## config.mk

```make
export PLATFORM = sky130hd
export DESIGN_NAME = trsf_status_flags
export DESIGN_NICKNAME = d
export VERILOG_FILES = /design/src/logic/trsf_pkg.sv /design/src/logic/trsf_line_watch.sv /design/src/logic/trsf_status_flags.sv
export SDC_FILE = /design/constraint.sdc
export NUM_CORES = 1
export LEC_CHECK = 0
export BUFFER_PORTS_ARGS = -buffer_cell sky130_fd_sc_hd__clkbuf_2
export CORE_UTILIZATION = 48
export DETAILED_ROUTE_END_ITERATION = 10
export GPL_TIMING_DRIVEN = 0
export PLACE_DENSITY = 0.74
export SLEW_MARGIN = 10
export SYNTH_ARGS = -nofsm -noshare
export SYNTH_HDL_FRONTEND = slang
export SYNTH_HIERARCHICAL = 1
export SYNTH_SLANG_ARGS = --single-unit
```

## constraint.sdc

```tcl
create_clock -name MCLK -period 2.75 [get_ports MCLK]
set_input_delay 0.275 -clock MCLK [delete_from_list [all_inputs] [get_ports MCLK]]
set_output_delay 0.275 -clock MCLK [all_outputs]
set_load 0.005 [all_outputs]
```

## src/logic/trsf_pkg.sv

```systemverilog
// Package holding offsets, bit positions, reset values and counts of the receive status flags.
package trsf_pkg;

    localparam logic [7:0] ADDR_SUMMARY  = 8'h0E;
    localparam logic [7:0] ADDR_INFO1_A  = 8'h22;
    localparam logic [7:0] ADDR_INFO2_A  = 8'h31;
    localparam logic [7:0] ADDR_INFO1_B  = 8'hC2;

    localparam int SUM_A_ST1  = 0;
    localparam int SUM_A_ST2  = 1;
    localparam int SUM_A_DL   = 2;
    localparam int SUM_B_ST1  = 3;
    localparam int SUM_B_ST2  = 4;
    localparam int SUM_B_DL   = 5;
    localparam int SUM_BERT   = 6;

    localparam int I1_ALIGN   = 7;
    localparam int I1_ZERO8   = 6;
    localparam int I1_ZERO16  = 5;
    localparam int I1_SEVERE  = 2;
    localparam int I1_CODE    = 1;
    localparam int I1_FBIT    = 0;

    localparam int I2_SYNC    = 7;
    localparam int I2_LCAR    = 6;
    localparam int I2_FCAR    = 5;
    localparam int I2_BLUE    = 2;

    localparam logic [7:0] RESET_BYTE = 8'h00;

    localparam logic [4:0] ZERO_RUN_SHORT = 5'h08;
    localparam logic [4:0] ZERO_RUN_LONG  = 5'h10;
    localparam logic [4:0] ZERO_RUN_MAX   = 5'h1F;

    localparam logic [2:0] SEVERE_WINDOW = 3'h6;
    localparam logic [2:0] SEVERE_LIMIT  = 3'h2;

    localparam logic [7:0] MASK_INFO1 = 8'hE7;
    localparam logic [7:0] MASK_INFO2 = 8'hE4;

endpackage

```

## src/logic/trsf_line_watch.sv

```systemverilog
// Zero-run, code word and severely errored framing detectors for one framer.
`timescale 1ns/1ps
module trsf_line_watch (
    input  wire logic MCLK,
    input  wire logic RST_N,
    input  wire logic bit_valid,
    input  wire logic pos_in,
    input  wire logic neg_in,
    input  wire logic fbit_valid,
    input  wire logic fbit_error,
    output logic      zero8_evt,
    output logic      zero16_evt,
    output logic      code_evt,
    output logic      severe_evt
);

    typedef struct packed {
        logic [4:0] run;
        logic [7:0] hist_p;
        logic [7:0] hist_n;
        logic [5:0] fwin;
        logic       z8;
        logic       z16;
        logic       code;
        logic       severe;
    } trsf_watch_t;

    trsf_watch_t s_q;
    trsf_watch_t s_d;

    function automatic logic [2:0] count_ones(input logic [5:0] v);
        logic [2:0] c;
        c = 3'h0;
        for (int i = 0; i < 6; i++) begin
            c = c + {2'h0, v[i]};
        end
        return c;
    endfunction

    assign zero8_evt  = s_q.z8;
    assign zero16_evt = s_q.z16;
    assign code_evt   = s_q.code;
    assign severe_evt = s_q.severe;

    always_comb begin
        s_d        = s_q;
        s_d.z8     = 1'b0;
        s_d.z16    = 1'b0;
        s_d.code   = 1'b0;
        s_d.severe = 1'b0;
        if (bit_valid) begin
            s_d.hist_p = {s_q.hist_p[6:0], pos_in};
            s_d.hist_n = {s_q.hist_n[6:0], neg_in};
            if (pos_in || neg_in) begin
                s_d.run = 5'h00;
            end else if (s_q.run != trsf_pkg::ZERO_RUN_MAX) begin
                s_d.run = s_q.run + 5'h01;
            end
            // Flag once when a run reaches its length; longer runs add nothing.
            s_d.z8  = (s_d.run == trsf_pkg::ZERO_RUN_SHORT);
            s_d.z16 = (s_d.run == trsf_pkg::ZERO_RUN_LONG);
            // Substitution 000VB0VB with the violation polarity of either sign.
            // Newest bit sits in bit 0, so the violations land in bits 4 and 1.
            s_d.code = ((s_d.hist_p == 8'h11) && (s_d.hist_n == 8'h0A))
                    || ((s_d.hist_p == 8'h0A) && (s_d.hist_n == 8'h11));
        end
        if (fbit_valid) begin
            s_d.fwin   = {s_q.fwin[4:0], fbit_error};
            s_d.severe = (count_ones(s_d.fwin) >= trsf_pkg::SEVERE_LIMIT)
                      && fbit_error;
        end
    end

    always_ff @(posedge MCLK) begin
        if (!RST_N) begin
            s_q <= '0;
        end else begin
            s_q <= s_d;
        end
    end

endmodule

```

## src/logic/trsf_status_flags.sv

```systemverilog
// Receive information registers and interrupt source summary of a dual framer.
//
// Behaviour
// - Summary bits 3, 4, 5 show framer B status one, status two, data link.
// - Summary bits 0, 1, 2 show framer A status one, status two, data link.
// - A summary bit is 1 while its source requests; bit 6 is the tester.
// - Bit 7 latches when a resync moved frame or multiframe alignment.
// - Bit 6 latches on any run of eight or more zeros.
// - Bit 5 latches on any run of sixteen or more zeros.
// - Bit 1 latches on a substitution code word, enable or not.
// - Bit 0 latches on a wrong terminal or pattern framing bit.
// - Second register bit 7 latches on sync gained until read.
// - Second register bit 6 latches on line carrier return until read.
// - Second register bit 5 latches on framer carrier return until read.
// - Second register bit 2 latches when blue alarm stops until read.
// - Unassigned bits read as zero; host ignores them.
// - Framer B keeps its own first register fed from its own inputs.
// - Bits latch on events, clear on read; no bit holds while its alarm is present.
`timescale 1ns/1ps
module trsf_status_flags (
    input  wire logic       MCLK,
    input  wire logic       RST_N,
    input  wire logic [7:0] ADDR,
    input  wire logic [7:0] WDATA,
    input  wire logic       WR,
    input  wire logic       RD,
    output logic      [7:0] RDATA,
    input  wire logic       BIT_VALID_A,
    input  wire logic       RX_POSITIVE_IN_A,
    input  wire logic       RX_NEGATIVE_IN_A,
    input  wire logic       BIT_VALID_B,
    input  wire logic       RX_POSITIVE_IN_B,
    input  wire logic       RX_NEGATIVE_IN_B,
    input  wire logic       FBIT_VALID_A,
    input  wire logic       FBIT_ERROR_A,
    input  wire logic       FBIT_VALID_B,
    input  wire logic       FBIT_ERROR_B,
    input  wire logic       ALIGN_CHANGE_A,
    input  wire logic       ALIGN_CHANGE_B,
    input  wire logic       SYNC_LOST_A,
    input  wire logic       LINE_CARRIER_LOST_A,
    input  wire logic       FRAMER_CARRIER_LOST_A,
    input  wire logic       BLUE_ALARM_A,
    input  wire logic       ZERO_SUBSTITUTION_ENABLE,
    input  wire logic [1:0] FRAMER_A_STATUS_PEND,
    input  wire logic [1:0] FRAMER_B_STATUS_PEND,
    input  wire logic [7:0] FRAMER_A_DATALINK_PEND,
    input  wire logic [7:0] FRAMER_B_DATALINK_PEND,
    input  wire logic [7:0] FRAMER_A_DATALINK_MASK,
    input  wire logic [7:0] FRAMER_B_DATALINK_MASK,
    input  wire logic       BERT_REQUEST_PENDING,
    output logic      [7:0] SUMMARY
);

    ////////////////////////////////////////////////////////////////////////////////////////////

    typedef struct packed {
        logic [7:0] info1_a;
        logic [7:0] info1_b;
        logic [7:0] info2_a;
        logic [7:0] view1_a;
        logic [7:0] view1_b;
        logic [7:0] view2_a;
        logic [7:0] mask1_a;
        logic [7:0] mask1_b;
        logic [7:0] mask2_a;
        logic [3:0] alarm_q;
        logic [7:0] rdata;
        logic [7:0] summary;
        logic [23:0] sync1;
        logic [23:0] sync2;
    } trsf_state_t;

    trsf_state_t s_q;
    trsf_state_t s_d;

    logic [15:0] raw_in;
    logic [23:0] raw_all;
    logic [15:0] in_s;
    logic [3:0]  alarm_s;
    logic        z8_a;
    logic        z16_a;
    logic        code_a;
    logic        sev_a;
    logic        z8_b;
    logic        z16_b;
    logic        code_b;
    logic        sev_b;

    // Applies a refresh mask: masked bits clear and unmasked bits keep.
    function automatic logic [7:0] clear_masked(input logic [7:0] flags,
                                                input logic [7:0] mask,
                                                input logic [7:0] sets,
                                                input logic       hit);
        logic [7:0] r;
        r = hit ? (flags & ~mask) : flags;
        return r | sets;
    endfunction

    // Refreshes the read view only in bits the host asked for.
    function automatic logic [7:0] refresh_view(input logic [7:0] view,
                                                input logic [7:0] flags,
                                                input logic [7:0] mask);
        return (view & ~mask) | (flags & mask);
    endfunction

    ////////////////////////////////////////////////////////////////////////////////////////////

    assign raw_in = {BIT_VALID_A, RX_POSITIVE_IN_A, RX_NEGATIVE_IN_A,
                     BIT_VALID_B, RX_POSITIVE_IN_B, RX_NEGATIVE_IN_B,
                     FBIT_VALID_A, FBIT_ERROR_A, FBIT_VALID_B, FBIT_ERROR_B,
                     ALIGN_CHANGE_A, ALIGN_CHANGE_B,
                     SYNC_LOST_A, LINE_CARRIER_LOST_A, FRAMER_CARRIER_LOST_A, BLUE_ALARM_A};
    assign raw_all = {8'h00, raw_in};
    assign in_s    = s_q.sync2[15:0];
    assign alarm_s = in_s[3:0];

    assign RDATA   = s_q.rdata;
    assign SUMMARY = s_q.summary;

    trsf_line_watch u_watch_a (
        .MCLK       (MCLK),
        .RST_N      (RST_N),
        .bit_valid  (in_s[15]),
        .pos_in     (in_s[14]),
        .neg_in     (in_s[13]),
        .fbit_valid (in_s[9]),
        .fbit_error (in_s[8]),
        .zero8_evt  (z8_a),
        .zero16_evt (z16_a),
        .code_evt   (code_a),
        .severe_evt (sev_a)
    );

    // Framer B detectors watch only framer B inputs.
    trsf_line_watch u_watch_b (
        .MCLK       (MCLK),
        .RST_N      (RST_N),
        .bit_valid  (in_s[12]),
        .pos_in     (in_s[11]),
        .neg_in     (in_s[10]),
        .fbit_valid (in_s[7]),
        .fbit_error (in_s[6]),
        .zero8_evt  (z8_b),
        .zero16_evt (z16_b),
        .code_evt   (code_b),
        .severe_evt (sev_b)
    );

    ////////////////////////////////////////////////////////////////////////////////////////////

    always_comb begin
        logic [7:0] set1_a;
        logic [7:0] set1_b;
        logic [7:0] set2_a;
        logic [7:0] hold2_a;
        logic       wr1_a;
        logic       wr1_b;
        logic       wr2_a;
        logic       rd1_a;
        logic       rd1_b;
        logic       rd2_a;
        set1_a  = 8'h00;
        set1_b  = 8'h00;
        set2_a  = 8'h00;
        hold2_a = 8'h00;
        s_d     = s_q;

        s_d.sync1 = raw_all;
        s_d.sync2 = s_q.sync1;
        s_d.alarm_q = alarm_s;

        wr1_a = WR && (ADDR == trsf_pkg::ADDR_INFO1_A);
        wr1_b = WR && (ADDR == trsf_pkg::ADDR_INFO1_B);
        wr2_a = WR && (ADDR == trsf_pkg::ADDR_INFO2_A);
        rd1_a = RD && (ADDR == trsf_pkg::ADDR_INFO1_A);
        rd1_b = RD && (ADDR == trsf_pkg::ADDR_INFO1_B);
        rd2_a = RD && (ADDR == trsf_pkg::ADDR_INFO2_A);

        set1_a[trsf_pkg::I1_ALIGN]  = in_s[5];
        set1_a[trsf_pkg::I1_ZERO8]  = z8_a;
        set1_a[trsf_pkg::I1_ZERO16] = z16_a;
        set1_a[trsf_pkg::I1_SEVERE] = sev_a;
        set1_a[trsf_pkg::I1_CODE]   = code_a;
        set1_a[trsf_pkg::I1_FBIT]   = in_s[9] && in_s[8];

        set1_b[trsf_pkg::I1_ALIGN]  = in_s[4];
        set1_b[trsf_pkg::I1_ZERO8]  = z8_b;
        set1_b[trsf_pkg::I1_ZERO16] = z16_b;
        set1_b[trsf_pkg::I1_SEVERE] = sev_b;
        set1_b[trsf_pkg::I1_CODE]   = code_b;
        set1_b[trsf_pkg::I1_FBIT]   = in_s[7] && in_s[6];

        // Clear-type flags set on the falling edge of each loss condition.
        set2_a[trsf_pkg::I2_SYNC] = s_q.alarm_q[3] && !alarm_s[3];
        set2_a[trsf_pkg::I2_LCAR] = s_q.alarm_q[2] && !alarm_s[2];
        set2_a[trsf_pkg::I2_FCAR] = s_q.alarm_q[1] && !alarm_s[1];
        set2_a[trsf_pkg::I2_BLUE] = s_q.alarm_q[0] && !alarm_s[0];

        // A flag whose loss condition is back stays clear; no hold term needed here.
        hold2_a = 8'h00;

        // Host mask write picks the bits to refresh and clear; sets win over clears.
        if (wr1_a) begin
            s_d.mask1_a = WDATA & trsf_pkg::MASK_INFO1;
            s_d.view1_a = refresh_view(s_q.view1_a, s_q.info1_a, WDATA);
        end
        if (wr1_b) begin
            s_d.mask1_b = WDATA & trsf_pkg::MASK_INFO1;
            s_d.view1_b = refresh_view(s_q.view1_b, s_q.info1_b, WDATA);
        end
        if (wr2_a) begin
            s_d.mask2_a = WDATA & trsf_pkg::MASK_INFO2;
            s_d.view2_a = refresh_view(s_q.view2_a, s_q.info2_a, WDATA);
        end

        // A read clears only bits the host has seen, so a late event is not lost.
        s_d.info1_a = clear_masked(s_q.info1_a, s_q.mask1_a & s_q.view1_a, set1_a, rd1_a);
        s_d.info1_b = clear_masked(s_q.info1_b, s_q.mask1_b & s_q.view1_b, set1_b, rd1_b);
        s_d.info2_a = clear_masked(s_q.info2_a, s_q.mask2_a & s_q.view2_a,
                                   set2_a | hold2_a, rd2_a);
        if (rd1_a) begin
            s_d.mask1_a = 8'h00;
        end
        if (rd1_b) begin
            s_d.mask1_b = 8'h00;
        end
        if (rd2_a) begin
            s_d.mask2_a = 8'h00;
        end

        // Unassigned positions read as zero here.
        if (RD) begin
            unique case (ADDR)
                trsf_pkg::ADDR_SUMMARY: s_d.rdata = s_q.summary;
                trsf_pkg::ADDR_INFO1_A: s_d.rdata = s_q.view1_a & trsf_pkg::MASK_INFO1;
                trsf_pkg::ADDR_INFO1_B: s_d.rdata = s_q.view1_b & trsf_pkg::MASK_INFO1;
                trsf_pkg::ADDR_INFO2_A: s_d.rdata = s_q.view2_a & trsf_pkg::MASK_INFO2;
                default:                s_d.rdata = trsf_pkg::RESET_BYTE;
            endcase
        end

        s_d.summary = trsf_pkg::RESET_BYTE;
        s_d.summary[trsf_pkg::SUM_A_ST1] = FRAMER_A_STATUS_PEND[0];
        s_d.summary[trsf_pkg::SUM_A_ST2] = FRAMER_A_STATUS_PEND[1];
        s_d.summary[trsf_pkg::SUM_A_DL]  =
            |(FRAMER_A_DATALINK_PEND & ~FRAMER_A_DATALINK_MASK);
        s_d.summary[trsf_pkg::SUM_B_ST1] = FRAMER_B_STATUS_PEND[0];
        s_d.summary[trsf_pkg::SUM_B_ST2] = FRAMER_B_STATUS_PEND[1];
        s_d.summary[trsf_pkg::SUM_B_DL]  =
            |(FRAMER_B_DATALINK_PEND & ~FRAMER_B_DATALINK_MASK);
        s_d.summary[trsf_pkg::SUM_BERT]  = BERT_REQUEST_PENDING;
        // The enable does not gate code word detection.
        if (ZERO_SUBSTITUTION_ENABLE) begin
            s_d.summary = s_d.summary;
        end
    end

    always_ff @(posedge MCLK) begin
        if (!RST_N) begin
            s_q <= '0;
        end else begin
            s_q <= s_d;
        end
    end

endmodule

```

==> impl_results.rst <==
.. list-table::
   :header-rows: 1

   * - Metric
     - Value
   * - Input/output buffers
     - 85
   * - Fin. max-slew vios
     - 0
   * - Adder and majority cell fraction of the synthesized area
     - 2.246%
   * - Worst slack, placed
     - 0.5952 ns
   * - Worst setup slack for register-to-register paths
     - between 0.5 and 0.6 ns
   * - Tmin final
     - approximately 2.2 ns
   * - Number of buffers inserted for hold repair after clock tree synthesis
     - 0
   * - Count of filler cells inserted in the layout
     - 1143
   * - Post-CTS Setup Bufs
     - 0
   * - Leakage
     - roughly 3.1 nW
   * - Met2 wirelength from detailed routing
     - 7031 um
   * - Proportion of layout cells with a drive suffix above 1
     - roughly 20%
   * - Post-Syn Area
     - approximately 0.0065 mm2
   * - Class of the most critical hold timing path
     - in -> reg
   * - Vias per inst
     - between 5 and 6
   * - Worst R2R Path Depth
     - 6
   * - Worst supply voltage drop on vdd
     - 436.2 uV
   * - Routed wl met3
     - approximately 560 um
   * - Vias
     - between 5k and 6k
   * - Endpoint of the worst setup timing path
     - u_watch_b/severe_evt
   * - Die area
     - around 0.014 mm2
   * - Cell with the most instances after synthesis
     - sky130_fd_sc_hd__dfxtp_1
   * - Max-cap violations
     - 0
   * - Worst clock skew on the final layout
     - slightly above 0.01 ns
   * - Final count of hold timing violations
     - 0
   * - First-pass GRT wire length
     - ~24000 um
   * - Worst flop-to-flop path endpoint
     - u_watch_b/severe_evt
   * - Buffers from clock root to sink, at most
     - 2
   * - Routed WL
     - 14230 um
   * - TritonCTS clock tree
     - done
   * - Worst max-slew margin expressed relative to the limit
     - a little under two thirds
   * - Cts repair resizes
     - 0
   * - Clock network latency to the later pin of the worst-skew pair
     - approximately 0.42 ns
   * - Final clock period utilization by the worst path
     - 78.83%
   * - Residual DRC count
     - 0
   * - First DRT Iteration DRCs
     - between 200 and 300
   * - Post-CTS clock slew at the launch and capture registers of the worst setup and hold paths
     - about 0.060 ns
   * - Pin count of the biggest net entering global routing
     - 17
   * - Post-synthesis simple-gate area fraction
     - 23.49%
   * - Worst setup path startpoint
     - u_watch_b/s_q[4]
   * - Last weighted congestion value of the routability-driven placer
     - 0.9238
   * - Initial Util
     - 48.99%
   * - TritonRoute pass-1 iters
     - 5
   * - EDFF count, synth
     - 0
   * - P per Cell Area
     - about 640 mW/mm2
   * - Yosys warning total
     - 6
   * - Signal arrival time at the worst endpoint
     - ~2.5 ns
   * - Post-synth ARST share
     - 0%
   * - Run status
     - completed
   * - Number of antenna violations at the first check in global routing
     - 0
   * - Worst Path Max Fanout
     - 3
   * - Uppermost metal layer occupied by signal nets
     - met4
   * - Cells after synthesis
     - ~680
   * - Mux contribution to synthesized area
     - between 8 and 9%
   * - Sink Count
     - approximately 160
   * - Startpoint kind of the worst setup timing path
     - flip-flop
   * - Top-level I/O count
     - 90
   * - Area contributors post-synth
     - sky130_fd_sc_hd__dfxtp_1 (48%), sky130_fd_sc_hd__mux2i_1 (8.4%), sky130_fd_sc_hd__nand2_1 (4.5%)
   * - Measured slew at the worst slew-check pin
     - approximately 0.54 ns
   * - Required time reported for the critical path endpoint
     - about 3.1 ns
   * - Floorplan core area
     - about 0.013 mm2
   * - Fraction of synthesized cell area in xor and xnor cells
     - 0%
   * - Antenna-violating nets left
     - 0
   * - Total congestion overflow after global routing
     - 0
   * - Detailed Place HPWL
     - 10560 um
   * - Area growth from synthesis to layout
     - 19.38%
   * - RSZ-0062 raised after global routing
     - no
   * - Buffer type at the clock tree root
     - sky130_fd_sc_hd__clkbuf_16
   * - Number of nets in the final layout
     - slightly below 900
   * - Vias in the first global route
     - ~5.1k
   * - Syn_area_per_cell
     - 9.474 um2
   * - Unique cell type count in the Yosys netlist
     - 50
   * - Worst path setup slack after routing
     - between 0.5 and 0.6 ns
   * - Top-area cell type share of the netlist area
     - roughly 48%
   * - Sequential fraction of the synthesis area
     - about half
   * - Total inserted antenna cells
     - 0
   * - CTS Buf Count
     - 17
   * - Main combinational cell family by area after synthesis
     - simple AND/OR/NAND/NOR gates
   * - Start of the worst register-to-register path
     - u_watch_b/s_q[4]
   * - Row count
     - 42
   * - Accumulated negative setup slack
     - 0 ns
   * - Crit Path Class
     - reg -> reg
   * - Post-Syn Nets
     - between 700 and 800
   * - Final routed wire length divided by cell count
     - 14.63 um
   * - Post-synth top area cell
     - sky130_fd_sc_hd__dfxtp_1
   * - Primary FF master, synth
     - sky130_fd_sc_hd__dfxtp_1
   * - Number of setup violations in the final report
     - 0
   * - List of most frequent post-synthesis cells
     - sky130_fd_sc_hd__dfxtp_1 (155), sky130_fd_sc_hd__nand2_1 (78), sky130_fd_sc_hd__mux2i_1 (54)
   * - Type of element capturing the critical path
     - flip-flop
   * - Area fraction in compound gates after synthesis
     - between 10% and 20%
   * - Overall die height
     - around 120 um
   * - Met1 wire length
     - between 6000 and 7000 um
   * - Htree depth
     - 4
   * - Number of synthesized register bits
     - between 150 and 200
   * - Fmax achieved
     - 461.3 MHz
   * - Total GRT Usage
     - 21.32%
   * - Chip Width
     - 118.0 um
how the worst min path moves through the flow:
stage | from | to | cells past startpoint
after floorplan | FRAMER_A_STATUS_PEND[0] | SUMMARY[0] | 1
after global placement | s_d[12] | in_s[12] | 1
after detailed placement | s_d[10] | in_s[10] | 1
after CTS | FRAMER_A_STATUS_PEND[0] | SUMMARY[0] | 2
after global routing | RX_NEGATIVE_IN_A | s_d[13] | 2
final | BIT_VALID_B | s_d[12] | 2
power by group:
part           internal [mW]  switching (mW)  total [mW]
Sequential              2.28          0.0225        2.31
Clock                   1.49           0.889        2.38
Combinational          0.115           0.128       0.243
Total                   3.89            1.04        4.93
through the flow:
| step | cells | power [mW] | area, um2 | hold slack [ns] | util [%] |
|---|---|---|---|---|---|
| floorplan | 682 | 2.485 | 6461 | 0.4023 | - |
| global placement | 943 | 2.587 | 7107 | 0.4137 | 53.88 |
| detailed placement | 943 | 2.596 | 7107 | 0.4191 | 53.88 |
| CTS | 973 | 4.967 | 7714 | 0.04747 | 58.48 |
| global route | 973 | 5.087 | 7714 | 0.05217 | 58.48 |
| finish | 973 | 4.932 | 7714 | 0.05859 | 58.48 |
logic make-up after synthesis:
group,after synthesis
and+or+nand+nor,268
other,1
buffers and inverters,85
DFF,155
adders and majority gates,8
muxes,54
AOI/OAI and AO/OA,111
worst max-delay path, cell delays in order (launching register included):
cell and delay [ns]:
sky130_fd_sc_hd__dfxtp_1 0.34, sky130_fd_sc_hd__fa_1 0.53, sky130_fd_sc_hd__inv_1 0.05, sky130_fd_sc_hd__fa_1 0.43
sky130_fd_sc_hd__nand2b_1 0.17, sky130_fd_sc_hd__fa_1 0.48, sky130_fd_sc_hd__a21oi_1 0.06
layout make-up:
type / count / area, um2 / share of cell area, %
Sequential cell: 155 / 3103 / 40.23
Multi-Input combinational cell: 442 / 2945 / 38.18
Tap cell: 176 / 220.2 / 2.855
Clock inverter: 9 / 136.4 / 1.768
Timing Repair Buffer: 85 / 425.4 / 5.515
Inverter: 30 / 112.6 / 1.460
Buffer: 55 / 300.3 / 3.893
Clock buffer: 21 / 470.5 / 6.099
placed cells by master (no fill, tap or decap), types with 4 or more instances in the layout:
cell type | synthesis | layout
sky130_fd_sc_hd__clkbuf_2 | 0 | 85
sky130_fd_sc_hd__nor2_1 | 14 | 14
sky130_fd_sc_hd__nand2b_1 | 7 | 7
sky130_fd_sc_hd__nand2_1 | 78 | 78
sky130_fd_sc_hd__o21a_1 | 5 | 5
sky130_fd_sc_hd__fa_1 | 6 | 6
sky130_fd_sc_hd__nor4_1 | 4 | 4
sky130_fd_sc_hd__nor4bb_1 | 9 | 9
sky130_fd_sc_hd__nor3_1 | 9 | 9
sky130_fd_sc_hd__o22ai_1 | 10 | 10
sky130_fd_sc_hd__nand3_1 | 20 | 20
sky130_fd_sc_hd__nand4_1 | 19 | 19
sky130_fd_sc_hd__a21boi_0 | 7 | 7
sky130_fd_sc_hd__and2_1 | 42 | 42
sky130_fd_sc_hd__inv_1 | 30 | 30
sky130_fd_sc_hd__nor2b_1 | 45 | 45
sky130_fd_sc_hd__mux2i_1 | 54 | 54
sky130_fd_sc_hd__a21oi_1 | 30 | 30
sky130_fd_sc_hd__dfxtp_1 | 155 | 155
sky130_fd_sc_hd__buf_4 | 21 | 21
sky130_fd_sc_hd__clkbuf_1 | 22 | 23
sky130_fd_sc_hd__o21ai_0 | 20 | 20
sky130_fd_sc_hd__and3_1 | 4 | 4
sky130_fd_sc_hd__clkbuf_16 | 0 | 17
sky130_fd_sc_hd__a22oi_1 | 7 | 7
sky130_fd_sc_hd__a21boi_1 | 6 | 6
sky130_fd_sc_hd__buf_2 | 12 | 12
sky130_fd_sc_hd__a31oi_1 | 5 | 5
sky130_fd_sc_hd__and3b_1 | 4 | 4
routing by layer:
metal	global-route usage [%]	up-vias
li1	-	2533
met1	24.88	2366
met2	37.43	141
met3	4.070	29
met4	10.10	0
met5	0	-
No activity file was read; power rests on OpenSTA's default activity.
